**config.mk**
```make
export PLATFORM = sky130hd
export DESIGN_NAME = fdpin_top
export DESIGN_NICKNAME = d
export VERILOG_FILES = /design/src/shared/fdpin_pkg.sv /design/src/logic/fdpin_pulse_gen.sv /design/src/logic/fdpin_top.sv
export SDC_FILE = /design/constraint.sdc
export NUM_CORES = 1
export LEC_CHECK = 0
export ABC_AREA = 1
export BUFFER_PORTS_ARGS = -buffer_cell sky130_fd_sc_hd__buf_4
export CELL_PAD_IN_SITES_DETAIL_PLACEMENT = 0
export CELL_PAD_IN_SITES_GLOBAL_PLACEMENT = 2
export CORE_MARGIN = 5
export CORE_UTILIZATION = 31
export DETAILED_ROUTE_END_ITERATION = 10
export PLACE_DENSITY = 0.76
export SLEW_MARGIN = 25
export SYNTH_ARGS = -nofsm -noshare
export SYNTH_HDL_FRONTEND = slang
export SYNTH_SLANG_ARGS = --single-unit
```
**constraint.sdc**
```tcl
create_clock -name clk_sys -period 1.8 [get_ports clk_sys]
set_clock_uncertainty 0.15 [all_clocks]
set_input_delay 0.09 -clock clk_sys [delete_from_list [all_inputs] [get_ports clk_sys]]
set_output_delay 0.09 -clock clk_sys [all_outputs]
set_load 0.01 [all_outputs]
```
**src/shared/fdpin_pkg.sv**
```systemverilog
package fdpin_pkg;
  // configuration byte layout
  localparam logic [7:0] FDPIN_CFG_F0_INDEX = 8'hF0;
  localparam int FDPIN_PULLUP_DIS_BIT = 7;
  localparam logic [7:0] FDPIN_CFG_F0_RESET = 8'h00;
  // timing
  localparam int FDPIN_CLK_NS = 10;
  localparam int FDPIN_STEP_PULSE_NS = 1000;
  localparam int FDPIN_STEP_PULSE_CYC =
    (FDPIN_STEP_PULSE_NS + FDPIN_CLK_NS - 1) / FDPIN_CLK_NS;
  localparam int FDPIN_WR_PULSE_NS = 100;
  localparam int FDPIN_WR_PULSE_CYC =
    (FDPIN_WR_PULSE_NS + FDPIN_CLK_NS - 1) / FDPIN_CLK_NS;
  localparam int FDPIN_CNT_W = 16;
  // density code width
  localparam int FDPIN_DEN_W = 2;
  typedef enum logic [1:0] {FDPIN_IDLE, FDPIN_PULSE} fdpin_pulse_t;
endpackage

```
**src/logic/fdpin_pulse_gen.sv**
```systemverilog
`timescale 1ns/10ps
// one-shot active-low open-drain pulse of fixed width
module fdpin_pulse_gen
  import fdpin_pkg::*;
#(
  parameter int WIDTH_CYC = 10
) (
  input wire logic clk_sys,
  input wire logic rst_b,
  input wire logic fire,
  output logic busy,
  output logic pin_oe
);
  fdpin_pulse_t state_r;
  fdpin_pulse_t state_nxt;
  logic [FDPIN_CNT_W-1:0] cnt_r;
  logic [FDPIN_CNT_W-1:0] cnt_nxt;
  wire logic done = (cnt_r == FDPIN_CNT_W'(WIDTH_CYC - 1));

  // requests while busy are ignored; caller watches busy
  always_comb begin
    state_nxt = state_r;
    cnt_nxt = cnt_r;
    case (state_r)
      FDPIN_IDLE: begin
        cnt_nxt = '0;
        if (fire) begin
          state_nxt = FDPIN_PULSE;
        end
      end
      FDPIN_PULSE: begin
        cnt_nxt = cnt_r + FDPIN_CNT_W'(1);
        if (done) begin
          state_nxt = FDPIN_IDLE;
        end
      end
      default: state_nxt = FDPIN_IDLE;
    endcase
  end

  // busy kept in a flop so the top can export it without a decode
  always_ff @(posedge clk_sys or negedge rst_b) begin
    if (!rst_b) begin
      state_r <= FDPIN_IDLE;
      cnt_r <= '0;
      pin_oe <= 1'b0;
      busy <= 1'b0;
    end else begin
      state_r <= state_nxt;
      cnt_r <= cnt_nxt;
      pin_oe <= (state_nxt == FDPIN_PULSE);
      busy <= (state_nxt != FDPIN_IDLE);
    end
  end
endmodule

```
**src/logic/fdpin_top.sv**
```systemverilog
`timescale 1ns/10ps
// Function
// - direction pin high for outward stepping, low for inward.
// - one active-low step pulse per requested single-track move.
// - side select high picks side 0, low picks side 1.
// - motor A pulled low turns drive 0 motor on, released otherwise.
// - motor B pulled low turns drive 1 motor on, released otherwise.
// - select A low selects drive A, high when not addressed.
// - select B low selects drive B, high when not addressed.
// - config bit 7 at index F0 disables input pull-ups.
// - write data goes out uncompensated as active-low pulses.
// - density select pin carries density code bit 0.
module fdpin_top
  import fdpin_pkg::*;
#(
  parameter int STEP_CYC = FDPIN_STEP_PULSE_CYC,
  parameter int WR_CYC = FDPIN_WR_PULSE_CYC
) (
  input wire logic clk_sys,
  input wire logic rst_b,
  input wire logic motor_a_req,
  input wire logic motor_b_req,
  input wire logic sel_a_req,
  input wire logic sel_b_req,
  input wire logic step_req,
  input wire logic step_outward,
  input wire logic side1_req,
  input wire logic [FDPIN_DEN_W-1:0] density_code,
  input wire logic write_active,
  input wire logic write_bit,
  input wire logic cfg_wr,
  input wire logic [7:0] cfg_index,
  input wire logic [7:0] cfg_wdata,
  input wire logic index_n,
  input wire logic track_zero_n,
  input wire logic write_prot_n,
  input wire logic read_data_n,
  input wire logic media_changed_n,
  output logic motor_a_on_oe,
  output logic motor_b_on_oe,
  output logic select_a_oe,
  output logic select_b_oe,
  output logic step_dir_oe,
  output logic step_oe,
  output logic side_sel_oe,
  output logic density_select_bit0_oe,
  output logic wr_serial_oe,
  output logic wr_gate_oe,
  output logic step_busy,
  output logic input_pullup_disable,
  output logic index_seen,
  output logic track_zero,
  output logic write_prot,
  output logic read_pulse,
  output logic media_changed
);
  // open-drain pins: oe high drives the pin low, oe low releases it high
  logic [7:0] cfg_f0_r;
  logic st_index_r;
  logic st_trk0_r;
  logic st_wp_r;
  logic st_rd_r;
  logic st_chg_r;
  logic rd_prev_r;
  logic motor_a_r;
  logic motor_b_r;
  logic sel_a_r;
  logic sel_b_r;
  logic dir_r;
  logic side_r;
  logic den_r;
  logic gate_r;
  logic step_fire_busy;
  logic wr_fire_busy;
  logic step_pin;
  logic wr_pin;

  // config byte decode
  wire logic cfg_hit = cfg_wr && (cfg_index == FDPIN_CFG_F0_INDEX);
  // the gate drops on the clock after protect asserts, not one write later
  wire logic gate_nxt = write_active && write_prot_n;
  wire logic wr_fire = gate_nxt && write_bit && !wr_fire_busy;
  // direction must stay put during the pulse, so step requests are ignored while busy
  wire logic step_fire = step_req && !step_fire_busy;

  always_ff @(posedge clk_sys or negedge rst_b) begin
    if (!rst_b) begin
      cfg_f0_r <= FDPIN_CFG_F0_RESET;
    end else if (cfg_hit) begin
      cfg_f0_r <= cfg_wdata;
    end
  end

  // pin drivers, all released at reset
  always_ff @(posedge clk_sys or negedge rst_b) begin
    if (!rst_b) begin
      motor_a_r <= 1'b0;
      motor_b_r <= 1'b0;
      sel_a_r <= 1'b0;
      sel_b_r <= 1'b0;
      dir_r <= 1'b0;
      side_r <= 1'b0;
      den_r <= 1'b0;
      gate_r <= 1'b0;
    end else begin
      motor_a_r <= motor_a_req;
      motor_b_r <= motor_b_req;
      sel_a_r <= sel_a_req;
      sel_b_r <= sel_b_req;
      if (step_fire) begin
        dir_r <= !step_outward;
      end
      side_r <= side1_req;
      den_r <= !density_code[0];
      gate_r <= gate_nxt;
    end
  end

  // status inputs registered, active low turned to active high
  always_ff @(posedge clk_sys or negedge rst_b) begin
    if (!rst_b) begin
      st_index_r <= 1'b0;
      st_trk0_r <= 1'b0;
      st_wp_r <= 1'b0;
      st_rd_r <= 1'b0;
      st_chg_r <= 1'b0;
      rd_prev_r <= 1'b1;
    end else begin
      st_index_r <= !index_n;
      st_trk0_r <= !track_zero_n;
      st_wp_r <= !write_prot_n;
      rd_prev_r <= read_data_n;
      st_rd_r <= rd_prev_r && !read_data_n;
      st_chg_r <= !media_changed_n;
    end
  end

  fdpin_pulse_gen #(
    .WIDTH_CYC(STEP_CYC)
  ) u_step (
    .clk_sys(clk_sys),
    .rst_b(rst_b),
    .fire(step_fire),
    .busy(step_fire_busy),
    .pin_oe(step_pin)
  );

  fdpin_pulse_gen #(
    .WIDTH_CYC(WR_CYC)
  ) u_wdata (
    .clk_sys(clk_sys),
    .rst_b(rst_b),
    .fire(wr_fire),
    .busy(wr_fire_busy),
    .pin_oe(wr_pin)
  );

  assign motor_a_on_oe = motor_a_r;
  assign motor_b_on_oe = motor_b_r;
  assign select_a_oe = sel_a_r;
  assign select_b_oe = sel_b_r;
  assign step_dir_oe = dir_r;
  assign step_oe = step_pin;
  assign side_sel_oe = side_r;
  assign density_select_bit0_oe = den_r;
  assign wr_serial_oe = wr_pin;
  assign wr_gate_oe = gate_r;
  assign step_busy = step_fire_busy;
  assign input_pullup_disable = cfg_f0_r[FDPIN_PULLUP_DIS_BIT];
  assign index_seen = st_index_r;
  assign track_zero = st_trk0_r;
  assign write_prot = st_wp_r;
  assign read_pulse = st_rd_r;
  assign media_changed = st_chg_r;

  // checks
  AST_DIR: assert property (@(posedge clk_sys) disable iff (!rst_b)
    step_fire |=> (step_dir_oe == !$past(step_outward)))
    else $error("direction wrong for step");
  AST_STEP_W: assert property (@(posedge clk_sys) disable iff (!rst_b)
    $rose(step_oe) |-> step_oe [*2])
    else $error("step pulse too short");
  AST_STEP_ONE: assert property (@(posedge clk_sys) disable iff (!rst_b)
    step_fire |=> step_oe)
    else $error("step request gave no pulse");
  AST_SIDE: assert property (@(posedge clk_sys) disable iff (!rst_b)
    side1_req |=> side_sel_oe)
    else $error("side select wrong");
  AST_MOTA: assert property (@(posedge clk_sys) disable iff (!rst_b)
    $past(rst_b) |-> (motor_a_on_oe == $past(motor_a_req)))
    else $error("motor a mismatch");
  AST_MOTB: assert property (@(posedge clk_sys) disable iff (!rst_b)
    !motor_b_req |=> !motor_b_on_oe)
    else $error("motor b not released");
  AST_SELA: assert property (@(posedge clk_sys) disable iff (!rst_b)
    sel_a_req |=> select_a_oe)
    else $error("select a not driven");
  AST_SELB: assert property (@(posedge clk_sys) disable iff (!rst_b)
    !sel_b_req |=> !select_b_oe)
    else $error("select b not released");
  AST_PULLUP: assert property (@(posedge clk_sys) disable iff (!rst_b)
    cfg_hit |=> (input_pullup_disable == $past(cfg_wdata[FDPIN_PULLUP_DIS_BIT])))
    else $error("pull-up disable not stored");
  AST_WDATA: assert property (@(posedge clk_sys) disable iff (!rst_b)
    wr_serial_oe |-> (wr_gate_oe || $past(wr_gate_oe, 1) || $past(wr_serial_oe)))
    else $error("write data outside gate");
  AST_DEN: assert property (@(posedge clk_sys) disable iff (!rst_b)
    $past(rst_b) |-> (density_select_bit0_oe == !$past(density_code[0])))
    else $error("density bit wrong");
  AST_GATE: assert property (@(posedge clk_sys) disable iff (!rst_b)
    !write_prot_n |=> !wr_gate_oe)
    else $error("write gate while protected");
  AST_RELEASE: assert property (@(posedge clk_sys)
    $rose(rst_b) |-> !(motor_a_on_oe || select_a_oe || wr_gate_oe || step_oe))
    else $error("pins driven after reset");
  COV_STEP: cover property (@(posedge clk_sys) disable iff (!rst_b) step_fire ##1 step_oe);
  COV_WRITE: cover property (@(posedge clk_sys) disable iff (!rst_b) wr_gate_oe && wr_serial_oe);
  COV_PROT: cover property (@(posedge clk_sys) disable iff (!rst_b) write_active && write_prot);
  COV_CFG: cover property (@(posedge clk_sys) disable iff (!rst_b) cfg_hit);
endmodule

```
Word level (Yosys, flattened, before mapping)
Cells that the tools add are included.

storage, ports and cells
  register bits = 62
  output and inout port bits = 17
  logic and storage cells = 61

operators by class
  $add $sub $neg = 2
  equality and inequality tests = 7
  muxes and demuxes = 8
  reduce and logical (&&, ||, !) cells = 21

operators with widths
  operator                 number
  $pmux W16 S2             2
  $add A16 B1 Y16 const B  2
  $eq A16 B4 Y1 const B    1
  $eq A16 B7 Y1 const B    1
  $logic_not A1 Y1         9
  $eq A2 B1 Y1 const B     4
  $eq A8 B8 Y1 const B     1
  $mux W2                  4
  $pmux W2 S2              2
  $reduce_bool A2 Y1       4
  $logic_and A1 B1 Y1      6
  $logic_not A2 Y1         2

Longest topological paths before layout
  depth in word-level cells = 6
  gate-level depth with buffers = 9

Modules after synthesis
A second synthesis with hierarchy kept.

second synthesis, totals
  cell total of the unflattened synthesis = 347
  area total of the unflattened synthesis = 2756.4 sq um

modules (own cells, without submodules)
  module                      instances  cells an instance  area each (sq um)  seq. area each (sq um)
  fdpin_pulse_gen at u_wdata  1          154                1146.1             500.5
  fdpin_pulse_gen at u_step   1          148                1104.8             500.5
  fdpin_top                   1          45                 505.5              376.6

Worst setup path after synthesis
OpenSTA, ideal clock, no wires.

  path type = register to register
  start = register u_wdata.cnt_r[0]
  end = register u_wdata.cnt_r[8]
  library setup time = 119 ps
  data arrival time = 1117 ps
  data required time = 1531 ps
  slack = 414 ps
  stages on the path, launching flop included = 8
  path buffers = 0
  cells stage by stage = dfrtp_1 > ha_1 > nand2_1 > nor2_2 > nand2_2 > nand2_1 > o21ai_1 > o21a_1

on the way
  longest elaborated chain between the ends = 2

RTL lines
  item                    line                   source
  from (decl)             fdpin_pulse_gen.sv:16  logic [FDPIN_CNT_W-1:0] cnt_r;
  from (signal assigned)  fdpin_pulse_gen.sv:50  cnt_r <= cnt_nxt;
  $add A16 B1 Y16         fdpin_pulse_gen.sv:32  cnt_nxt = cnt_r + FDPIN_CNT_W'(1);
  $pmux W16 S2            fdpin_pulse_gen.sv:24  case (state_r)

Every way passes these cells.
A chain may end at the register's enable or synchronous reset.

Final worst setup path
Ends and elaborated chain as after synthesis.

==> results.md <==
- Die width: 104 um
- Status: finished clean
- WL met2: 2860 um
- Met3 WL post-DR: 388 um
- Max Slew Vio Count: 0
- I/O Pins: 52
- # H-tree levels: 2
- Max Root-Sink Buffers: 2
- Cell Rows: 34
- Final hold violation count: 0
- Switch share: 27.4%
- Die Y: 104 um
- Reg2reg path depth: 7
- Finished Cell Area: 0.00348 mm2
- Top layer in use: met4
- Final std cells w/o fill: 533
- Placed instance area: 0.00319 mm2
- Largest net degree at the start of global routing: 56
- CP max FO: 5
- Crit end category: flip-flop
- Cell variety after synth: 27
- Maxcap violations: 0
- Port Buffers: 43
- Synth Register Bits: 55
- Worst slew pin tran: 0.716 ns
- Root buffer cell: clkbuf_8
- Unrepaired setup endpoints after global routing: no
- Post-route ant nets: 0
- Min Clock Period, post-route: 1.60 ns
- Sequential share of power: 56.1%
- Mapped Avg Cell Area: 7.71 um2
- Rel. slew slack: 52.2%
- Clock power share: 31.6%
- Grt total ovfl: 0
- Initial antenna violation count: 0
- Critical Path AT: 1.67 ns
- Most common cell after layout, fill and taps aside: nand2_1
- Worst Setup SP: u_wdata.cnt_r[0]
- Placed cell count: 506
- DR DRC count: 0
- GRT Total Usage: 12.6%
- ANT cells: 0
- Reg-to-reg endpoint: u_wdata.cnt_r[8]
- Met1 Routed Length: 3260 um
- Iteration-0 DRC Markers: 83
- Period utilization: 88.8%
- Critical path class: flip-flop to flip-flop
- Worst hold path class: input pin to async pin
- Int Pwr: 1730 uW
- Layout cells sized above 1: 17.9%
- Synth Instances: 352
- Vias: 2374
- Final setup TNS: 0 ns
- Reg clk slew, reported paths: 0.11 ns
- Endpoints failing setup: 0
- Vias in the first global route: 2371
- Reg-to-reg startpoint: u_wdata.cnt_r[0]
- Most frequently used flop master after synthesis: dfrtp_1
- Critical Path Source Type: flip-flop
- Data required, critical path: 1.87 ns
- Area grow syn2layout: 28.1%
- Worst skew pair latency: 0.32 ns
- Avg Vias per Cell: 4.45
- Clock Sinks: 55
- Logic pwr share: 12.3%
- Syn Std Cell Area: 0.00271 mm2
- CP Capture Point: u_wdata.cnt_r[8]
- Final wirelength: 6590 um
- Num CTS Buffers: 5
- DRT Pass-1 Iters: 4
- Most frequent cells in the layout: nand2_1 (92), nor2_1 (57), dfrtp_1 (54)
- Sequential share of the synthesized area: 50.8%
- Synth async-reset ratio: 100%
- Global-route wire length before repair: 11200 um
- RD Place Congestion: 0.758
- Reg-to-reg slack, setup: 0.20 ns
- FMAX: 625 MHz
- Core ar.: 0.00864 mm2
- YS warnings: 0
- Psw: 651 uW
- PwrDens: 684 mW/mm2
- Total Die Area: 0.0107 mm2
- Initial core utilization: 31.4%
- Maximum vdd drop: 360 uV
- TritonCTS clock tree: built
- Post-synth EDFFs: 0
- DP HPWL: 4920 um
- Nets: 462
- WL/cell: 12.4 um
- Post-CTS Repair Setup Buffers: 0
- Leak pwr: 0.00168 uW
==> through the flow <==
step	hold slack (ns)	utilization, %	setup WS (ns)	power, uW
after CTS	0.235	40.2	0.206	2440
after detailed placement	0.0495	36.9	0.225	1620
final	0.226	40.2	0.201	2380
after global placement	0.0476	36.9	0.276	1610
after global routing	0.244	40.2	0.0727	2520
after floorplan	-0.356	-	0.414	1470
==> logic make-up (layout without fill, tap and decap cells) <==
| kind of cell | Yosys count | after routing | synth area share, % |
|---|---|---|---|
| xor gates and xnor gates | 1 | 1 | 0.323 |
| buffers and inverters | 54 | 126 | 7.93 |
| DFF | 55 | 55 | 50.8 |
| adders and majority gates | 3 | 3 | 1.38 |
| and+or+nand+nor | 204 | 204 | 32.9 |
| other | 1 | 2 | 0.138 |
| AOI/OAI and AO/OA | 34 | 34 | 6.59 |
==> cell type report <==
| cell class | count | area (um2) |
|---|---|---|
| fill | 910 | 5160 |
| tap | 108 | 135 |
| inverter | 51 | 191 |
| sequential | 55 | 1380 |
| timing repair buffer | 67 | 551 |
| clock buffer | 5 | 68.8 |
| clock inverter | 3 | 27.5 |
| multi-input combinational | 244 | 1120 |
==> flip-flops by register name, summed over array words and instances, names as in the netlist, 2 cells and up <==
signal,flops
u_wdata.cnt_r,16
u_wdata.state_r,2
u_step.cnt_r,16
u_step.state_r,2
==> layer usage <==
metal | global-route usage, % | up-vias
met5 | 0 | -
met4 | 3.94 | 0
met3 | 3.61 | 4
met2 | 19.1 | 62
met1 | 17.3 | 1066
li1 | - | 1242
==> cells in the mapped netlist, types with 2 or more instances <==
library cell / count / area share, %
nand2_1: 92 / 13
nor2_1: 57 / 7.9
dfrtp_1: 54 / 50
inv_1: 48 / 6.6
nand3_1: 24 / 4.4
o21ai_0: 16 / 3.0
a21oi_1: 11 / 2.0
nand4_1: 9 / 2.1
nor2_2: 8 / 1.8
nand2_2: 4 / 0.92
nor3_1: 4 / 0.74
ha_1: 3 / 1.4
nor2_4: 3 / 1.2
o21ai_1: 3 / 0.55
inv_2: 2 / 0.28
nand3_2: 2 / 0.74
o22ai_1: 2 / 0.46
==> critical path, stage by stage, from the launching register on <==
cell	delay [ns]
dfrtp_1	0.43
ha_1	0.27
nand2_1	0.11
nor2_2	0.19
nand2_2	0.10
nand2_1	0.09
o21ai_1	0.07
o21a_1	0.10
==> what timing repair did <==
action,4_1_cts,5_1_grt
setup endpoints to repair,0,0
hold buffers,19,0
hold endpoints to repair,75,0
gates resized for setup,0,0
==> power groups by stage <==
stage	registers, uW	logic, uW	clock network, uW
global placement	1360	259	0
detailed placement	1360	261	0
global route	1340	333	847
finish	1330	292	753
floorplan	1360	105	0
CTS	1330	298	804
==> how the worst min path moves through the flow <==
| stage | to | slack, ns |
|---|---|---|
| after floorplan | cfg_f0_r[7] | -0.36 |
| after global placement | read_pulse | 0.05 |
| after detailed placement | index_seen | 0.05 |
| after CTS | u_step.pin_oe | 0.24 |
| after global routing | motor_a_on_oe | 0.24 |
| final | u_step.cnt_r[5] | 0.23 |
Note: power is estimated with default switching activity, not from simulation.
